File: config.mk
export PLATFORM = sky130hd
export DESIGN_NAME = lin_pair_diag_flags
export DESIGN_NICKNAME = d
export VERILOG_FILES = /design/src/core/pin_sync3.v /design/src/core/lin_pair_diag_flags.v
export VERILOG_INCLUDE_DIRS = /design/src /design/src/core
export SDC_FILE = /design/constraint.sdc
export NUM_CORES = 1
export LEC_CHECK = 0
export CAP_MARGIN = 20
export CELL_PAD_IN_SITES_DETAIL_PLACEMENT = 0
export CELL_PAD_IN_SITES_GLOBAL_PLACEMENT = 1
export CORE_UTILIZATION = 24
export CTS_CLUSTER_SIZE = 28
export DETAILED_ROUTE_END_ITERATION = 6
export DONT_BUFFER_PORTS = 1
export GPL_TIMING_DRIVEN = 0
export PLACE_DENSITY = 0.38
export SKIP_CTS_REPAIR_TIMING = 1
export SYNTH_ARGS = -nofsm -noshare
export SYNTH_HDL_FRONTEND = slang
export SYNTH_SLANG_ARGS = --single-unit
File: constraint.sdc
create_clock -name clk_sys -period 2.08 [get_ports clk_sys]
set_input_delay 0.208 -clock clk_sys [delete_from_list [all_inputs] [get_ports clk_sys]]
set_output_delay 0.208 -clock clk_sys [all_outputs]
set_load 0.02 [all_outputs]
File: src/core/lin_flags_map.vh
// Constants for the third/fourth LIN channel diagnostic flag register
`ifndef LIN_FLAGS_MAP_VH
`define LIN_FLAGS_MAP_VH

`define CMD_DIAG_FLAGS 8'h8d
`define CMD_BITS 6'd8
`define FRAME_BITS 6'd32
`define DATA_BITS 6'd16
`define FRAME_LAST 6'd31
`define CNT_MAX 6'h3f

`define FLAGS_RESET 16'h0000
`define NUM_CH 2
`define CH_STRIDE 8
`define POS_BUSDOM 0
`define POS_TXDOM 1
`define POS_RXHIGH 2
`define POS_RXLOW 3
`define POS_TEMP 4
`define POS_UNUSED_LO 5
`define POS_WAKE 6
`define POS_UNUSED_HI 7

`define SYNC_WIDTH 15
`define SYNC_RESET 15'h4000
`define SYNC_CS 14
`define SYNC_SCLK 13
`define SYNC_MOSI 12
`define SYNC_BUSDOM 10
`define SYNC_TXDOM 8
`define SYNC_RXHIGH 6
`define SYNC_RXLOW 4
`define SYNC_TEMP 2
`define SYNC_WAKE 0

`endif

File: src/core/pin_sync3.v
// Three-stage input synchroniser with agreement filter
`timescale 1ns/1ps
`default_nettype none
module pin_sync3 #(
    parameter WIDTH = 1,
    parameter [WIDTH-1:0] RESET_VAL = {WIDTH{1'b0}}
) (
    input wire clk_sys,
    input wire nrst,
    input wire [WIDTH-1:0] pinIn,
    output reg [WIDTH-1:0] pinOut
);
    reg [WIDTH-1:0] stage1_r;
    reg [WIDTH-1:0] stage2_r;
    reg [WIDTH-1:0] stage3_r;
    genvar i;

    always @(posedge clk_sys or negedge nrst)
    begin
        if (!nrst)
        begin
            stage1_r <= RESET_VAL;
            stage2_r <= RESET_VAL;
            stage3_r <= RESET_VAL;
        end
        else
        begin
            stage1_r <= pinIn;
            stage2_r <= stage1_r;
            stage3_r <= stage2_r;
        end
    end

    // A new level counts only once stages two and three agree
    generate
        for (i = 0; i < WIDTH; i = i + 1)
        begin : gBit
            always @(posedge clk_sys or negedge nrst)
            begin
                if (!nrst)
                    pinOut[i] <= RESET_VAL[i];
                else if (stage2_r[i] == stage3_r[i])
                    pinOut[i] <= stage3_r[i];
            end
        end
    endgenerate
endmodule
`default_nettype wire

File: src/core/lin_pair_diag_flags.v
// Diagnostic flag register for LIN channels three and four, read over SPI
`timescale 1ns/1ps
`default_nettype none
`include "lin_flags_map.vh"
module lin_pair_diag_flags (
    input wire clk_sys,
    input wire nrst,
    input wire spiSclk,
    input wire spiMosi,
    input wire spiCsN,
    input wire [1:0] wakeSrc,
    input wire [1:0] overTemp,
    input wire [1:0] rxStuckLow,
    input wire [1:0] rxStuckHigh,
    input wire [1:0] txStuckDom,
    input wire [1:0] busDomTimeout,
    output reg misoOut,
    output reg misoOe
);
    ////////////////////////////////////////////////////////////////////////
    // Input synchronisation

    wire [`SYNC_WIDTH-1:0] syncOut;
    wire csN;
    wire sclk;
    wire mosi;
    wire [1:0] wakeS;
    wire [1:0] tempS;
    wire [1:0] rxLowS;
    wire [1:0] rxHighS;
    wire [1:0] txDomS;
    wire [1:0] busDomS;

    pin_sync3 #(
        .WIDTH(`SYNC_WIDTH),
        .RESET_VAL(`SYNC_RESET)
    ) uSync (
        .clk_sys(clk_sys),
        .nrst(nrst),
        // Order must match the SYNC_ positions, top bit first
        .pinIn({
            spiCsN,
            spiSclk,
            spiMosi,
            busDomTimeout,
            txStuckDom,
            rxStuckHigh,
            rxStuckLow,
            overTemp,
            wakeSrc
        }),
        .pinOut(syncOut)
    );

    assign csN = syncOut[`SYNC_CS];
    assign sclk = syncOut[`SYNC_SCLK];
    assign mosi = syncOut[`SYNC_MOSI];
    assign busDomS = syncOut[`SYNC_BUSDOM +: `NUM_CH];
    assign txDomS = syncOut[`SYNC_TXDOM +: `NUM_CH];
    assign rxHighS = syncOut[`SYNC_RXHIGH +: `NUM_CH];
    assign rxLowS = syncOut[`SYNC_RXLOW +: `NUM_CH];
    assign tempS = syncOut[`SYNC_TEMP +: `NUM_CH];
    assign wakeS = syncOut[`SYNC_WAKE +: `NUM_CH];

    ////////////////////////////////////////////////////////////////////////
    // SPI frame tracking

    reg sclkPrev_r;
    reg csPrev_r;
    reg [5:0] bitCnt_r;
    reg [7:0] cmd_r;
    reg hit_r;
    reg [15:0] snap_r;
    reg [15:0] flags_r;
    wire [15:0] flagsNxt;
    wire [7:0] cmdNxt;
    wire sclkRise;
    wire sclkFall;
    wire frameEnd;
    wire readClr;
    wire [5:0] outIdx;

    assign sclkRise = sclk & ~sclkPrev_r & ~csN;
    assign sclkFall = ~sclk & sclkPrev_r & ~csN;
    assign frameEnd = csN & ~csPrev_r;
    assign cmdNxt = {cmd_r[6:0], mosi};
    assign outIdx = `FRAME_LAST - bitCnt_r;
    // Only a complete frame that selected this register clears flags
    assign readClr = frameEnd & hit_r & (bitCnt_r == `FRAME_BITS);

    always @(posedge clk_sys or negedge nrst)
    begin
        if (!nrst)
        begin
            sclkPrev_r <= 1'b0;
            csPrev_r <= 1'b1;
            bitCnt_r <= 6'h00;
            cmd_r <= 8'h00;
            hit_r <= 1'b0;
            snap_r <= `FLAGS_RESET;
        end
        else
        begin
            sclkPrev_r <= sclk;
            csPrev_r <= csN;
            if (csN)
            begin
                bitCnt_r <= 6'h00;
                hit_r <= 1'b0;
            end
            else if (sclkRise)
            begin
                cmd_r <= cmdNxt;
                if (bitCnt_r != `CNT_MAX)
                    bitCnt_r <= bitCnt_r + 6'h01;
                // Command byte complete: capture the flags to be returned
                if (bitCnt_r == `CMD_BITS - 6'h01 &&
                    cmdNxt == `CMD_DIAG_FLAGS)
                begin
                    hit_r <= 1'b1;
                    snap_r <= flags_r;
                end
            end
        end
    end

    ////////////////////////////////////////////////////////////////////////
    // MISO shifting, MSB first, changed on falling clock edges

    always @(posedge clk_sys or negedge nrst)
    begin
        if (!nrst)
        begin
            misoOut <= 1'b0;
            misoOe <= 1'b0;
        end
        else
        begin
            misoOe <= ~csN;
            if (csN)
                misoOut <= 1'b0;
            else if (sclkFall)
            begin
                if (hit_r && bitCnt_r >= `DATA_BITS &&
                    bitCnt_r < `FRAME_BITS)
                    misoOut <= snap_r[outIdx[3:0]];
                else
                    misoOut <= 1'b0;
            end
        end
    end

    ////////////////////////////////////////////////////////////////////////
    // Flag latches

    // Set wins over a clear that arrives in the same cycle
    function flagNext;
        input cur;
        input cond;
        input clr;
        begin
            flagNext = cond | (cur & ~clr);
        end
    endfunction

    genvar ch;
    generate
        for (ch = 0; ch < `NUM_CH; ch = ch + 1)
        begin : gCh
            localparam integer B = ch * `CH_STRIDE;
            assign flagsNxt[B + `POS_WAKE] = flagNext(flags_r[B + `POS_WAKE],
                wakeS[ch], readClr & snap_r[B + `POS_WAKE]);
            assign flagsNxt[B + `POS_TEMP] = flagNext(flags_r[B + `POS_TEMP],
                tempS[ch], readClr & snap_r[B + `POS_TEMP]);
            assign flagsNxt[B + `POS_RXLOW] = flagNext(
                flags_r[B + `POS_RXLOW], rxLowS[ch],
                readClr & snap_r[B + `POS_RXLOW]);
            assign flagsNxt[B + `POS_RXHIGH] = flagNext(
                flags_r[B + `POS_RXHIGH], rxHighS[ch],
                readClr & snap_r[B + `POS_RXHIGH]);
            assign flagsNxt[B + `POS_TXDOM] = flagNext(
                flags_r[B + `POS_TXDOM], txDomS[ch],
                readClr & snap_r[B + `POS_TXDOM]);
            assign flagsNxt[B + `POS_BUSDOM] = flagNext(
                flags_r[B + `POS_BUSDOM], busDomS[ch],
                readClr & snap_r[B + `POS_BUSDOM]);
            assign flagsNxt[B + `POS_UNUSED_LO] = 1'b0;
            assign flagsNxt[B + `POS_UNUSED_HI] = 1'b0;
        end
    endgenerate

    always @(posedge clk_sys or negedge nrst)
    begin
        if (!nrst)
            flags_r <= `FLAGS_RESET;
        else
            flags_r <= flagsNxt;
    end
endmodule
`default_nettype wire

# Word level (Yosys, flattened, before mapping)
# Cells that the tools add are included.
[word_totals]
reg_bits = 102
latchBits = 0
ramBits = 0
rom_bits = 0
input_bits = 17
mem_count = 0
[op_classes]
n_addsub = 2
n_mul = 0
div_mod_pow = 0
n_lt_le_gt_ge = 3
n_eq_ne = 19
n_shift = 0
muxes = 11
n_bitwise = 59
reduce_logical = 11
[ops]
columns = ["op", "count"]
rows = [
  ["$and A1 B1 Y1", 31],
  ["$mux W6", 3],
  ["$not A1 Y1", 16],
  ["$eq A1 B1 Y1", 15],
  ["$or A1 B1 Y1", 12],
  ["$eq A8 B8 Y1 const B", 1],
  ["$reduce_bool A2 Y1", 4],
  ["$mux W1", 7],
  ["$add A6 B1 Y6 const B", 1],
  ["$eq A6 B3 Y1 const B", 1],
  ["$eq A6 B6 Y1 const B", 1],
  ["$ge A6 B5 Y1 const B", 1],
  ["$lt A6 B6 Y1 const B", 1],
  ["$ne A6 B6 Y1 const B", 1],
  ["$reduce_and A2 Y1", 3],
  ["$lt A4 B5 Y1 const B", 1],
  ["$bmux W1 S4", 1],
  ["$sub A4 B4 Y4 const A", 1],
  ["$logic_and A1 B1 Y1", 3],
  ["$reduce_and A3 Y1", 1],
]

# Longest topological paths before layout
[logic_depth]
depth_word = 8
mapped_depth = 7
ltp_nobuf = 5

# Hierarchy
# From an unflattened synthesis, not the netlist that was laid out.
[hier_totals]
cells_unflattened = 216
area_unflattened_um2 = 3544.6
[modules_own_cells]
columns = ["mod", "instances", "cells_per_inst", "area_each_um2", "seq_area_each_um2"]
rows = [
  ["lin_pair_diag_flags", 1, 141, 1869.3, 1052.3],
  ["pin_sync3", 1, 75, 1675.4, 1506.4],
]

# Worst setup path before layout
# No wires, ideal clock.
[synth_path]
kind = "reg2reg"
startpoint = "register bitCnt_r[1]"
endpoint = "register snap_r[10]"
setup_time_ns = 0.125
t_arrival_ns = 1.711
t_required_ns = 1.955
setup_slack_ns = 0.243
stages_incl_launch_ff = 7
n_path_buf = 1
cell_sequence = "dfrtp_1 -> ha_1 -> and2_4 -> nand4b_2 -> nor4_4 -> buf_8 -> mux2_4"
[synth_between]
elab_chain_len = 3
[synth_rtl]
columns = ["item", "line", "rtl"]
rows = [
  ["from (decl)", "lin_pair_diag_flags.v:70", "reg [5:0] bitCnt_r;"],
  ["from (signal assigned)", "lin_pair_diag_flags.v:115", "bitCnt_r <= bitCnt_r + 6'h01;"],
  ["$eq A6 B3 Y1", "lin_pair_diag_flags.v:117", "if (bitCnt_r == `CMD_BITS - 6'h01 &&"],
  ["$logic_and A1 B1 Y1 (no source line)", "--", ""],
  ["$reduce_and A3 Y1 (no source line)", "--", ""],
  ["to (signal assigned)", "lin_pair_diag_flags.v:100", "snap_r <= `FLAGS_RESET;"],
  ["to (signal assigned)", "lin_pair_diag_flags.v:121", "snap_r <= flags_r;"],
  ["to (decl)", "lin_pair_diag_flags.v:73", "reg [15:0] snap_r;"],
]
# Every way passes these cells.
# A chain may end at the register's enable or synchronous reset.

# Worst setup path in the final report
[layout_path]
startpoint = "register bitCnt_r[1]"
endpoint = "register snap_r[12]"
# The elaborated chain is that of the path after synthesis.

==> metrics <==
outcome=complete, but fails checks; Gate power share=4.4%; worst hold path type=input port to asynchronous set/reset pin; Post-synth ARST share=100%; Max Fanout on Critical Path=10; Fillers=1452; Avg Cell Area, Syn=16.5 sq um; failing checks=hold timing; Max VDD drop=0.328 mV; post-route ant nets=0; leakage power=approximately 0.0017 uW; Cell Int Power=3170 uW; number of enable flip-flop cells after synthesis=0; CTS buffer count=9; Root Driver=clkbuf_16; vias in the first global route=around 1800; Area contributors post-synth=dfrtp_1 69%, maj3_1 4.2%, mux2_4 3.8%, dfstp_2 3.7%, a21o_1 2.5%; minimum clock period=1.95 ns; global route total overflow=0; Seq/Total Area, Yosys=72.3%; Seq cells post-synth=just over 100; wire per inst=13.2 um; initial antenna violation count=0; Die ar.=approximately 15000 sq um; Die Wd=roughly 120 um; Max Clk Rate=0.514 GHz; Post-Syn Area=3540 sq um; nets=260; r2r endpoint=snap_r[12]; Clock Path Buffers=2; Final setup viols=0; Row Count=44; r2r setup slk=0.13 ns; Final Slew Violations=0; DR DRC count=0; Post-Syn Instances=between 200 and 250; I/O Buffers=0; P per Cell Area=963 nW/um^2; clock sinks=102; clock group share of total power=40.7%; vias per cell=3.94; Iter 0 DRT Violations=57; CTS tree=done; WS Path Type=flop to flop; Final WS setup=approximately 0.13 ns; drt total wl=~5.7 mm; Seq pwr share=approximately 55%; worst slack, placed=-0.0498 ns; worst r2r src=bitCnt_r[1]; global-route wire length before repair=9.71 mm; part of the cycle the worst path needs=93.6%; Worst EP arrival=2.17 ns; setup tns final=0 ns; pin slew with the least headroom to its limit=0.556 ns; hpwl dp=3.38 mm; P_sw=888 uW; total iterations of the first detailed-routing run=4; pin count of the biggest net entering global routing=103; skew final=0.0115 ns; DIE HEIGHT=123 um; Clock transition at path regs=around 0.07 ns; Critical Path Sink Type=flop; max_cap viols=0; via count=approximately 1700; Synth top area share=68.6%; Yosys top cell by area=dfrtp_1; Tot Pwr=between 4000 and 5000 uW; Startpoint Class=flop; Most used DFF post-synth=dfrtp_1; total track usage=8.87%; Hold Slack=-0.453 ns; Synth Warn #=0; H-tree depth reported by CTS=3; slew margin rel.=a little over three fifths; final core utilization=29.1%; Sw Ratio=21.9%; r2r worst-path depth=6; gpl congestion=0.666; layout cells sized above 1=21.1%; Layout area overhead=19.2%; diode count=0; io pins=19; Core ar.=14500 sq um; Initial Utilization=around a quarter; Netlist cell types=40; Clock Latency Late Sink=roughly 0.35 ns; Required @ worst endpoint=2.31 ns; Mapped Nets=233; Hold Vio Cnt, Final=102
[area by class of cell]
| cell class | instances | area (sq um) | share of cell area [%] |
|---|---|---|---|
| buffer | 5 | 40.0 | 0.949 |
| clock buffer | 9 | 225 | 5.34 |
| clock inverter | 7 | 65.1 | 1.54 |
| inverter | 4 | 15.0 | 0.356 |
| multi-input combinational | 103 | 926 | 21.9 |
| sequential | 102 | 2560 | 60.7 |
| tap | 184 | 230 | 5.46 |
| timing repair buffer | 16 | 158 | 3.74 |
[power by group through the flow]
stage	registers [uW]	logic, uW	clock network [uW]
after floorplan	2240	138	0
after global placement	2270	156	0
after detailed placement	2270	161	0
after CTS	2230	161	1740
after global routing	2250	200	1810
final	2230	179	1650
[worst max path at each step]
stage	endpoint	slack, ns	startpoint
2_1_floorplan	snap_r[10]	0.24	bitCnt_r[1]
4_1_cts	snap_r[12]	-0.07	bitCnt_r[1]
6_report	snap_r[12]	0.13	bitCnt_r[1]
5_1_grt	snap_r[12]	-0.008	bitCnt_r[1]
3_3_place_gp	snap_r[12]	-0.06	bitCnt_r[1]
3_5_place_dp	snap_r[14]	-0.05	bitCnt_r[1]
[per-stage QoR]
stage	std cells	instance area, sq um
2_1_floorplan	214	3540
3_3_place_gp	398	3770
3_5_place_dp	398	3770
4_1_cts	414	4060
5_1_grt	430	4220
6_report	430	4220
[cells in the mapped netlist, drive strengths merged (2+ instances only)]
| cell type | number |
|---|---|
| inv | 4 |
| ha | 2 |
| mux2 | 19 |
| xnor2 | 2 |
| a31oi | 2 |
| dfrtp | 97 |
| nor2 | 7 |
| mux2i | 2 |
| a21oi | 2 |
| nand3 | 3 |
| nor4b | 2 |
| dfstp | 5 |
| a21o | 12 |
| maj3 | 15 |
| nand2 | 14 |
| nand2b | 3 |
| nand4b | 2 |
| buf | 4 |
| mux4 | 3 |
[cells in the final DEF (no fill, tap or decap), types with 2 or more instances in the layout]
cell	synthesis	final
xnor2_1	2	2
ha_1	2	2
dlygate4sd3_1	0	15
nand3_1	3	3
a21o_1	12	12
clkbuf_16	0	9
mux2_4	9	9
maj3_1	15	15
dfstp_2	5	5
mux2i_1	2	2
mux4_2	3	3
dfrtp_1	97	96
a31oi_1	2	2
inv_1	4	4
mux2_2	7	7
clkinv_2	0	4
nor2_1	6	6
nand2b_1	3	3
nand2_1	14	14
a21oi_1	2	2
mux2_1	3	3
buf_2	2	2
clkinvlp_4	0	2
[state kept, by name (all words and copies together), names as in the netlist]
name / count
misoOut: 1
bitCnt_r: 6
flags_r: 12
csPrev_r: 1
cmd_r: 7
uSync.stage1_r: 15
uSync.pinOut: 15
uSync.stage3_r: 15
snap_r: 12
hit_r: 1
misoOe: 1
sclkPrev_r: 1
uSync.stage2_r: 15
[kinds of logic (layout without fill, tap and decap cells)]
family	count (synthesis)	in the layout	share of synthesized area, %
AOI/OAI and AO/OA	20	20	4.07
xor gates and xnor gates	3	3	0.742
adders and majority gates	17	17	4.95
buffers and inverters	9	41	1.55
DFF	102	102	72.3
muxes	24	24	9.47
and+or+nand+nor	39	39	6.93
[routing by layer]
layer	global-route usage, %	vias to the layer above	routed length, um	part of all wire (%)
met1	11.9	876	2920	51
met3	2.40	8	159	2.8
met2	12.1	18	2480	43
li1	-	794	-	-
met4	6.55	0	145	2.5
met5	0	-	0	0
[worst max-delay path: stages, from the launching register on]
cell	delay, ns
dfrtp_2	0.42
ha_1	0.20
and2_4	0.18
nand4b_2	0.14
nor4_4	0.35
buf_8	0.21
mux2_4	0.31
Note: power is estimated with default switching activity, not from simulation.
